[config.mk]
export PLATFORM = sky130hd
export DESIGN_NAME = redriver_config_registers
export DESIGN_NICKNAME = d
export VERILOG_FILES = /design/src/verilog/redriver_cfg_pkg.sv /design/src/verilog/redriver_config_registers.sv /design/src/verilog/cfg_byte.sv
export SDC_FILE = /design/constraint.sdc
export NUM_CORES = 1
export LEC_CHECK = 0
export BUFFER_PORTS_ARGS = -buffer_cell sky130_fd_sc_hd__buf_2
export CAP_MARGIN = 20
export CORE_MARGIN = 5
export CORE_UTILIZATION = 40
export DETAILED_ROUTE_END_ITERATION = 8
export PLACE_DENSITY = 0.7
export SYNTH_ARGS = -nofsm -noshare
export SYNTH_HDL_FRONTEND = slang
export SYNTH_SLANG_ARGS = --single-unit
[constraint.sdc]
create_clock -name i_mclk -period 1.8 [get_ports i_mclk]
set_input_delay 0.54 -clock i_mclk [delete_from_list [all_inputs] [get_ports i_mclk]]
set_output_delay 0.54 -clock i_mclk [all_outputs]
set_load 0.01 [all_outputs]
[src/verilog/redriver_cfg_pkg.sv]
// Package of offsets, layouts and reset values for the config bank
package redriver_cfg_pkg;

  // ****************************************************************
  // Register offsets
  // ****************************************************************
  localparam logic [7:0] OFS_REVISION = 8'h08;
  localparam logic [7:0] OFS_GENERAL = 8'h0a;
  localparam logic [7:0] OFS_TX_SHAPE = 8'h0b;
  localparam logic [7:0] OFS_ADAPT_PRI = 8'h1c;
  localparam logic [7:0] OFS_ADAPT_SEC = 8'h1d;
  localparam logic [7:0] OFS_STEP = 8'h01;

  // ****************************************************************
  // Reset values and writable bit masks
  // ****************************************************************
  // Arbitrary neutral value, not a real part's code
  localparam logic [7:0] REVISION_VALUE = 8'h5a;
  localparam logic [7:0] RST_GENERAL = 8'h00;
  localparam logic [7:0] RST_TX_SHAPE = 8'h6f;
  localparam logic [7:0] RST_ADAPT_PRI = 8'h85;
  localparam logic [7:0] RST_ADAPT_SEC = 8'h10;
  localparam logic [7:0] WMASK_GENERAL = 8'h97;
  localparam logic [7:0] WMASK_TX_SHAPE = 8'hff;
  localparam logic [7:0] WMASK_ADAPT_PRI = 8'hff;
  localparam logic [7:0] WMASK_ADAPT_SEC = 8'hbf;
  localparam logic [7:0] BYTE_ZERO = 8'h00;

  // ****************************************************************
  // Field positions
  // ****************************************************************
  localparam int GEN_LIMITED = 7;
  localparam int GEN_EQ_SRC = 4;
  localparam int GEN_FLIP = 2;
  localparam int GEN_USB_HI = 1;
  localparam int GEN_USB_LO = 0;
  localparam int TX_PRE_HI = 7;
  localparam int TX_PRE_LO = 6;
  localparam int TX_PRE_EN = 5;
  localparam int TX_DE_HI = 4;
  localparam int TX_DE_LO = 3;
  localparam int TX_DE_EN = 2;
  localparam int AP_UPPER_HI = 7;
  localparam int AP_UPPER_LO = 4;
  localparam int AP_SLEEP = 3;
  localparam int AP_ALG_HI = 2;
  localparam int AP_ALG_LO = 1;
  localparam int AP_EN = 0;
  localparam int AS_SIGN = 7;
  localparam int AS_LIM_HI = 5;
  localparam int AS_LIM_LO = 3;
  localparam int AS_ADJ_HI = 2;
  localparam int AS_ADJ_LO = 0;

  // ****************************************************************
  // Types
  // ****************************************************************
  typedef enum logic [1:0] {
    ALG_FAST, ALG_FULL_EVERY, ALG_FULL_II, ALG_FULL_FIRST
  } adapt_alg_e;

  typedef struct packed {
    logic host_tx_limited_mode;
    logic eq_source_from_registers;
    logic flip_orientation;
    logic usb_enable;
    logic [1:0] preshoot_level;
    logic preshoot_enable;
    logic [1:0] deemphasis_level;
    logic deemphasis_enable;
    logic [3:0] full_adapt_upper_limit;
    logic idle_deep_sleep_select;
    adapt_alg_e adapt_algorithm_select;
    logic adapt_enable;
    logic final_adjust_negative;
    logic [2:0] fast_adapt_limit;
    logic [2:0] final_adjust_value;
  } cfg_s;

endpackage

[src/verilog/redriver_config_registers.sv]
// Configuration register bank of the redriver mux, offset/data strobes
//
// Contract
// - General bit 7: linear or limited mode
// - General bit 4: equalizer from straps or registers
// - General bit 2: normal or flipped orientation
// - USB enable codes 1 and 3 enable
// - Shaping bits 7-6 pick pre-shoot level
// - Pre-shoot enable, only honoured in limited mode
// - Shaping bits 4-3 pick de-emphasis level
// - De-emphasis enable, only honoured in limited mode
// - Adaptive bits 7-4: full search upper limit
// - Adaptive bit 3: idle enters U1 or U3
// - Adaptive bits 2-1 pick adaptation algorithm
// - Adaptive bit 0 enables adaptive equalization
// - Offset 1Dh: limits and signed final adjustment
// - Reads auto-increment; after NACK, hold until stop
`timescale 1ns/10ps
module redriver_config_registers (
  input wire logic i_mclk,
  input wire logic i_nrst,
  input wire logic i_ofs_load,
  input wire logic [7:0] i_ofs,
  input wire logic i_wr_stb,
  input wire logic [7:0] i_wr_data,
  input wire logic i_rd_stb,
  input wire logic i_rd_nack,
  input wire logic i_stop,
  output logic [7:0] o_rd_data,
  output logic o_tx_enable,
  output logic [7:0] o_pointer,
  output redriver_cfg_pkg::cfg_s o_cfg
);
  import redriver_cfg_pkg::*;

  // ****************************************************************
  // Offset pointer and read hold-off
  // ****************************************************************
  logic [7:0] ptr_r;
  logic hold_r;
  logic rd_take;
  logic [7:0] gen_q, txs_q, apr_q, asc_q;
  logic [7:0] rd_mux;
  logic [7:0] rd_data_r;

  // A read after NACK is ignored so the pointer does not run on
  assign rd_take = i_rd_stb & ~hold_r;

  // Offset byte of a write sets the pointer; data bytes follow it
  always_ff @(posedge i_mclk or negedge i_nrst) begin
    if (!i_nrst) begin
      ptr_r <= BYTE_ZERO;
    end else if (i_ofs_load) begin
      ptr_r <= i_ofs;
    end else if (i_wr_stb || rd_take) begin
      ptr_r <= ptr_r + OFS_STEP;
    end
  end

  // NACK sets, stop clears; a NACK in the stop cycle still holds
  always_ff @(posedge i_mclk or negedge i_nrst) begin
    if (!i_nrst) begin
      hold_r <= 1'b0;
    end else if (i_rd_nack) begin
      hold_r <= 1'b1;
    end else if (i_stop) begin
      hold_r <= 1'b0;
    end
  end

  assign o_tx_enable = ~hold_r;
  assign o_pointer = ptr_r;

  // ****************************************************************
  // Register storage
  // ****************************************************************
  logic we_gen, we_txs, we_apr, we_asc;

  // Revision has no write path at all
  assign we_gen = i_wr_stb && (ptr_r == OFS_GENERAL);
  assign we_txs = i_wr_stb && (ptr_r == OFS_TX_SHAPE);
  assign we_apr = i_wr_stb && (ptr_r == OFS_ADAPT_PRI);
  assign we_asc = i_wr_stb && (ptr_r == OFS_ADAPT_SEC);

  cfg_byte #(.RESET_VALUE(RST_GENERAL), .WRITE_MASK(WMASK_GENERAL))
    u_general (
    .i_mclk(i_mclk),
    .i_nrst(i_nrst),
    .i_we(we_gen),
    .i_wdata(i_wr_data),
    .o_q(gen_q)
  );

  cfg_byte #(.RESET_VALUE(RST_TX_SHAPE), .WRITE_MASK(WMASK_TX_SHAPE))
    u_tx_shape (
    .i_mclk(i_mclk),
    .i_nrst(i_nrst),
    .i_we(we_txs),
    .i_wdata(i_wr_data),
    .o_q(txs_q)
  );

  cfg_byte #(.RESET_VALUE(RST_ADAPT_PRI), .WRITE_MASK(WMASK_ADAPT_PRI))
    u_adapt_pri (
    .i_mclk(i_mclk),
    .i_nrst(i_nrst),
    .i_we(we_apr),
    .i_wdata(i_wr_data),
    .o_q(apr_q)
  );

  cfg_byte #(.RESET_VALUE(RST_ADAPT_SEC), .WRITE_MASK(WMASK_ADAPT_SEC))
    u_adapt_sec (
    .i_mclk(i_mclk),
    .i_nrst(i_nrst),
    .i_we(we_asc),
    .i_wdata(i_wr_data),
    .o_q(asc_q)
  );

  // ****************************************************************
  // Read path
  // ****************************************************************
  // Unlisted offsets read zero rather than aliasing
  always_comb begin
    case (ptr_r)
      OFS_REVISION: rd_mux = REVISION_VALUE;
      OFS_GENERAL: rd_mux = gen_q;
      OFS_TX_SHAPE: rd_mux = txs_q;
      OFS_ADAPT_PRI: rd_mux = apr_q;
      OFS_ADAPT_SEC: rd_mux = asc_q;
      default: rd_mux = BYTE_ZERO;
    endcase
  end

  always_ff @(posedge i_mclk or negedge i_nrst) begin
    if (!i_nrst) begin
      rd_data_r <= BYTE_ZERO;
    end else if (rd_take) begin
      rd_data_r <= rd_mux;
    end
  end

  assign o_rd_data = rd_data_r;

  // ****************************************************************
  // Decoded controls
  // ****************************************************************
  always_comb begin
    o_cfg.host_tx_limited_mode = gen_q[GEN_LIMITED];
    o_cfg.eq_source_from_registers = gen_q[GEN_EQ_SRC];
    o_cfg.flip_orientation = gen_q[GEN_FLIP];
    o_cfg.usb_enable = gen_q[GEN_USB_LO];
    o_cfg.preshoot_level = txs_q[TX_PRE_HI:TX_PRE_LO];
    // Enables are forced on in linear mode: the enable bits are ignored there
    o_cfg.preshoot_enable =
      txs_q[TX_PRE_EN] | ~gen_q[GEN_LIMITED];
    o_cfg.deemphasis_level = txs_q[TX_DE_HI:TX_DE_LO];
    o_cfg.deemphasis_enable =
      txs_q[TX_DE_EN] | ~gen_q[GEN_LIMITED];
    o_cfg.full_adapt_upper_limit =
      apr_q[AP_UPPER_HI:AP_UPPER_LO];
    o_cfg.idle_deep_sleep_select = apr_q[AP_SLEEP];
    o_cfg.adapt_algorithm_select =
      adapt_alg_e'(apr_q[AP_ALG_HI:AP_ALG_LO]);
    o_cfg.adapt_enable = apr_q[AP_EN];
    o_cfg.final_adjust_negative = asc_q[AS_SIGN];
    o_cfg.fast_adapt_limit = asc_q[AS_LIM_HI:AS_LIM_LO];
    o_cfg.final_adjust_value = asc_q[AS_ADJ_HI:AS_ADJ_LO];
  end
endmodule

[src/verilog/cfg_byte.sv]
// One writable configuration byte with per-bit write mask
`timescale 1ns/10ps
module cfg_byte #(
  parameter logic [7:0] RESET_VALUE = 8'h00,
  parameter logic [7:0] WRITE_MASK = 8'hff
) (
  input wire logic i_mclk,
  input wire logic i_nrst,
  input wire logic i_we,
  input wire logic [7:0] i_wdata,
  output logic [7:0] o_q
);

  logic [7:0] q_r;

  // Masked bits hold their reset value, so reserved bits stay zero
  always_ff @(posedge i_mclk or negedge i_nrst) begin
    if (!i_nrst) begin
      q_r <= RESET_VALUE;
    end else if (i_we) begin
      q_r <= (i_wdata & WRITE_MASK) | (q_r & ~WRITE_MASK);
    end
  end

  assign o_q = q_r;

endmodule

Yosys cells after proc, flatten, opt, wreduce, memory -nomap -nowiden. Index checks and enable logic that the tools add are counted.

Flip-flop bits (word level): 49. Input bits: 23. Output and inout bits: 42. Word-level logic and storage cells: 32.

$add $sub $neg: 1. Equality and inequality tests: 5. Multiplexer cells: 5. Bitwise logic cells: 7. Reductions and logical operators: 7.

Operators by type and width (count): 8-bit case mux with 5 select lines (1); 8-bit by 4-bit equality test with 1-bit output, second input constant (3); 8-bit by 5-bit equality test with 1-bit output, second input constant (2); 8-bit two-way mux (2); 8-bit by 7-bit OR with 8-bit output (2); 8-bit by 1-bit adder with 8-bit output, second input constant (1); 1-bit logical AND (4); 2-bit nonzero test (2); 1-bit two-way mux (2); 1-bit NOT (2); 1-bit OR (2); 1-bit AND (1); 1-bit logical OR (1).

Longest topological paths before layout.
Depth after elaboration: 5. Gate-level depth with buffers: 6. Depth with buffers taken out: 5.

Modules after synthesis. Synthesis repeated with hierarchy kept, for this count alone.

Cells, all modules: 194. Area, all modules: 2378.5 um^2.

Modules (own cells, without submodules): redriver_config_registers (times used 1, cells each 129, area each 1192.4 um^2, seq. area each 425.4 um^2); cfg_byte at u_tx_shape (times used 1, cells each 17, area each 339.1 um^2, seq. area each 207.7 um^2); cfg_byte at u_adapt_pri (times used 1, cells each 17, area each 335.3 um^2, seq. area each 203.9 um^2); cfg_byte at u_adapt_sec (times used 1, cells each 17, area each 304.0 um^2, seq. area each 176.4 um^2); cfg_byte at u_general (times used 1, cells each 14, area each 207.7 um^2, seq. area each 125.1 um^2).

Least setup slack after synthesis. No wires, ideal clock.

Path type: reg-to-reg. Start point: register ptr_r[2] (netlist: o_pointer[2]). End point: register u_adapt_pri.q_r[1] (netlist: u_adapt_pri.o_q[1]). Setup time: 0.125 ns. Arrival: 1.675 ns. Required time: 1.675 ns. Setup slack: 0.001 ns. Cell stages (with the launch flop): 6. Path buffers: 1. Period minus slack after synthesis: 1.799 ns. Cell sequence: dfrtp_1 -> buf_2 -> and3_1 -> nor4b_4 -> nand3_2 -> mux2_2.

Cells in the longest elaborated chain, start to end: 2.

Ends and longest elaborated chain: start, declared (line redriver_config_registers.sv:39) `logic [7:0] ptr_r;`; start signal, assigned (line redriver_config_registers.sv:54) `ptr_r <= i_ofs;`; start signal, assigned (line redriver_config_registers.sv:56) `ptr_r <= ptr_r + OFS_STEP;`; 8-bit by 5-bit equality test with 1-bit output (line redriver_config_registers.sv:82) `assign we_apr = i_wr_stb && (ptr_r == OFS_ADAPT_PRI);`; 1-bit logical AND (line redriver_config_registers.sv:82); end signal, assigned (line cfg_byte.sv:21) `q_r <= (i_wdata & WRITE_MASK) | (q_r & ~WRITE_MASK);`; end, declared (line cfg_byte.sv:14) `logic [7:0] q_r;`.

No other way between the ends. A chain may end at the register's enable or synchronous reset.

Worst setup path in the final report.
Start point: register ptr_r[5] (netlist: o_pointer[5]). End point: register u_adapt_sec.q_r[1] (netlist: u_adapt_sec.o_q[1]).

Cells in the longest elaborated chain, start to end: 2.

Ends and longest elaborated chain: 8-bit by 5-bit equality test with 1-bit output (line redriver_config_registers.sv:83) `assign we_asc = i_wr_stb && (ptr_r == OFS_ADAPT_SEC);`; 1-bit logical AND (line redriver_config_registers.sv:83); end signal, assigned (line cfg_byte.sv:21); end, declared (line cfg_byte.sv:14).

No other way between the ends.

==> run_results.csv <==
group,metric,value,unit
status,status,"complete, no violations",
clocking,worstSkewPairLatency,310,ps
clocking,cts_tree,"built",
worst_setup_path,worstPathRequired,2000,ps
grt,grt_use_met2,25.8,%
grt,antenna_found_initial,0,
synth,syn_nets,209,
drt,route.detailed.drc,0,
die,coreArea,0.00520,sq mm
grt,grt_max_degree,46,
die,row_count,26,
clocking,htreeDepth,2,
synth,yosys.area.top_type_share,40.2,%
synth,yosys.area.top_type,"dfrtp_1",
worst_setup_path,worst_path_max_delay_cell,"dfrtp_1",
sta,period_share,98.3,%
synth,async_reset_ff_share,100,%
sta,max_freq,0.565,GHz
drt,routed_wl,5520,um
finish,diodes,0,
die,die_area,0.00702,sq mm
synth,netlist_top_cells_count,"dfrtp_1, mux2_2, nand2_1, o21ai_0",
synth,synth_warnings,0,
power,p_leak,0.00137,uW
placement,dp_cells,316,
finish,instances_no_fill,326,
placement,port_buffers,64,
sta,finalSetupViolCount,0,
sta,slew_viol_final,0,
finish,final_core_util,53.0,%
die,die_y,83.8,um
clocking,cts_buffer_depth,2,
synth,synth.distinct_cells,35,
worst_setup_path,endpoint_kind,"flip-flop",
sta,rsz0062_at_grt,"yes",
power,powerDensity,895,mW/mm^2
synth,ys_seq_elements,45,
grt,grt_util_met3,3.95,%
sta,slew_headroom,73.6,%
sta,fin_tns_setup,0,ps
sta,clock_skew,6.96,ps
finish,drive_gt1_share,52.7,%
clocking,cts_buffers,5,
grt,first_global_vias,1836,
drt,firstDrtPassIters,4,
drt,drt_iter0_drc,86,
placement,dp_hpwl,4010,um
power,max-vdd-ir-drop,0.000680,V
clocking,clkSlewWorstSetupHoldPaths,90,ps
die,die_x,83.8,um
synth,syn_area,0.00218,sq mm
grt,overflow,0,
synth,synth_edf_count,0,
job,drv_cap,0,
drt,route.detailed.wl_per_inst,16.9,um
synth,yosys_most_used_dff,"dfrtp_1",
synth,ys_seq_area_share,52.3,%
sta,period_needed,1770,ps
grt,use_met1,21.7,%
drt,vias,1727,
drt,vias_per_cell,5.30,
sta,setup_ws,30.6,ps
sta,worstMarginPinSlew,395,ps
placement,gp_congestion,0.783,
sta,fin_hold_ws,198,ps
synth,syn_area_per_cell,12.0,sq um
min_path,hold_class,"in -> async",
grt,grt_pass1_wl,9190,um
synth,synthTopCellsByArea,"dfrtp_1, mux2_2, dfstp_2, a22o_1, buf_4",
die,io-pin-count,65,
clocking,root_buffer,"clkbuf_8",
finish,fillers,498,
synth,syn_inst,182,
finish,syn2layout_area_growth,26.7,%
worst_setup_path,max_stage_delay,420,ps
worst_setup_path,path_cells,"buf_4 > nor4b_4 > nand3_2 > mux2_2",
die,initial_core_util,41.9,%
worst_setup_path,critical_path_class,"reg -> reg",
worst_setup_path,crit_fanout,7,
grt,grt_usage,16.1,%
grt,busiest_layer,"met2",
synth,synth_most_common_cell,"dfrtp_1",
clocking,clock_sinks,45,
worst_setup_path,cp-start-kind,"flip-flop",
placement,dp_slack,-6.29,ps
sta,hold_violations,0,
drt,ant_nets,0,
worst_setup_path,cp.arrival,1960,ps
finish,final_nets,282,
==> power breakdown <==
| group | leakage (uW) | internal (uW) | switching (uW) | total, uW |
|---|---|---|---|---|
| sequential | 0.000557 | 1150 | 93.9 | 1250 |
| clock | 0.0000445 | 276 | 373 | 649 |
| combinational | 0.000764 | 271 | 306 | 577 |
==> stage by stage <==
step                total power [uW]  area [sq um]
floorplan                       1580          2180
global placement                1820          2630
detailed placement              1830          2630
CTS                             2490          2730
global route                    2610          2760
finish                          2470          2760
==> critical path: cells and delay by family (launching register included) <==
kind                   cells  cell delay, ps
buffers and inverters      1             170
DFF                        1             420
muxes                      1             360
and+or+nand+nor            2             710
==> layout make-up <==
type                            count  area (sq um)  share of cell area [%]
Inverter                            3          11.3                   0.408
Timing Repair Buffer               82           468                    17.0
Clock inverter                      3          21.3                   0.771
Tap cell                           70          87.6                    3.17
Sequential cell                    45          1140                    41.3
Clock buffer                        5          68.8                    2.49
Multi-Input combinational cell    118           965                    35.0
==> worst paths after layout <==
check / to / cells after the start / from / slack (ps)
setup / recovery: u_adapt_sec.o_q[1] / 4 / o_pointer[5] / 30
hold / removal: u_adapt_sec.o_q[2] / 2 / i_nrst / 200
setup reg to reg: u_adapt_sec.o_q[1] / 4 / o_pointer[5] / 30
hold reg to reg: o_rd_data[6] / 2 / o_rd_data[6] / 480
max in group asynchronous: u_adapt_sec.o_q[4] / 2 / i_nrst / 1320
min in group i_mclk: hold_r / 2 / i_stop / 400
==> cells in the final DEF (no fill, tap or decap), drive strengths merged, types with 2 or more instances in the layout <==
| master | netlist | layout |
|---|---|---|
| buf | 12 | 82 |
| dfrtp | 35 | 35 |
| mux2 | 28 | 28 |
| nand2 | 11 | 11 |
| o21ai | 11 | 11 |
| nor2 | 10 | 10 |
| dfstp | 10 | 10 |
| a22o | 7 | 7 |
| nand3 | 7 | 7 |
| xor2 | 6 | 6 |
| a31oi | 5 | 5 |
| clkbuf | 4 | 5 |
| inv | 3 | 4 |
| ha | 4 | 4 |
| a21oi | 3 | 3 |
| a32oi | 3 | 3 |
| a221oi | 3 | 3 |
| o211ai | 3 | 3 |
| nand2b | 2 | 2 |
| nor4b | 2 | 2 |
| a221o | 2 | 2 |
| o2111ai | 2 | 2 |
==> flip-flops by register name (all words and copies together), names as in the netlist <==
register and count:
o_pointer 8, o_rd_data 8, u_adapt_pri.o_q 8, u_tx_shape.o_q 8, u_adapt_sec.o_q 7, u_general.o_q 5, hold_r 1
==> timing repair <==
item	4_1_cts	5_1_grt
gates resized for setup	1	4
pin swaps	0	0
endpoints found under the setup margin	7	28
setup buffers	1	1
hold buffers	0	0
==> kinds of logic after synthesis <==
family | count (synthesis) | share of synthesized area [%]
DFF | 45 | 52.3
adders and majority gates | 4 | 2.30
muxes | 29 | 14.9
buffers and inverters | 19 | 4.77
xor gates and xnor gates | 7 | 2.81
and+or+nand+nor | 37 | 9.59
AOI/OAI and AO/OA | 41 | 13.3
==> per-layer routing <==
metal	part of all wire (%)	vias to the layer above	wire, um
met5	0	-	0
met4	1.1	0	63
met3	4.2	7	233
met2	49	48	2690
met1	46	865	2530
li1	-	807	-
Power figures use the tool's default switching activity.
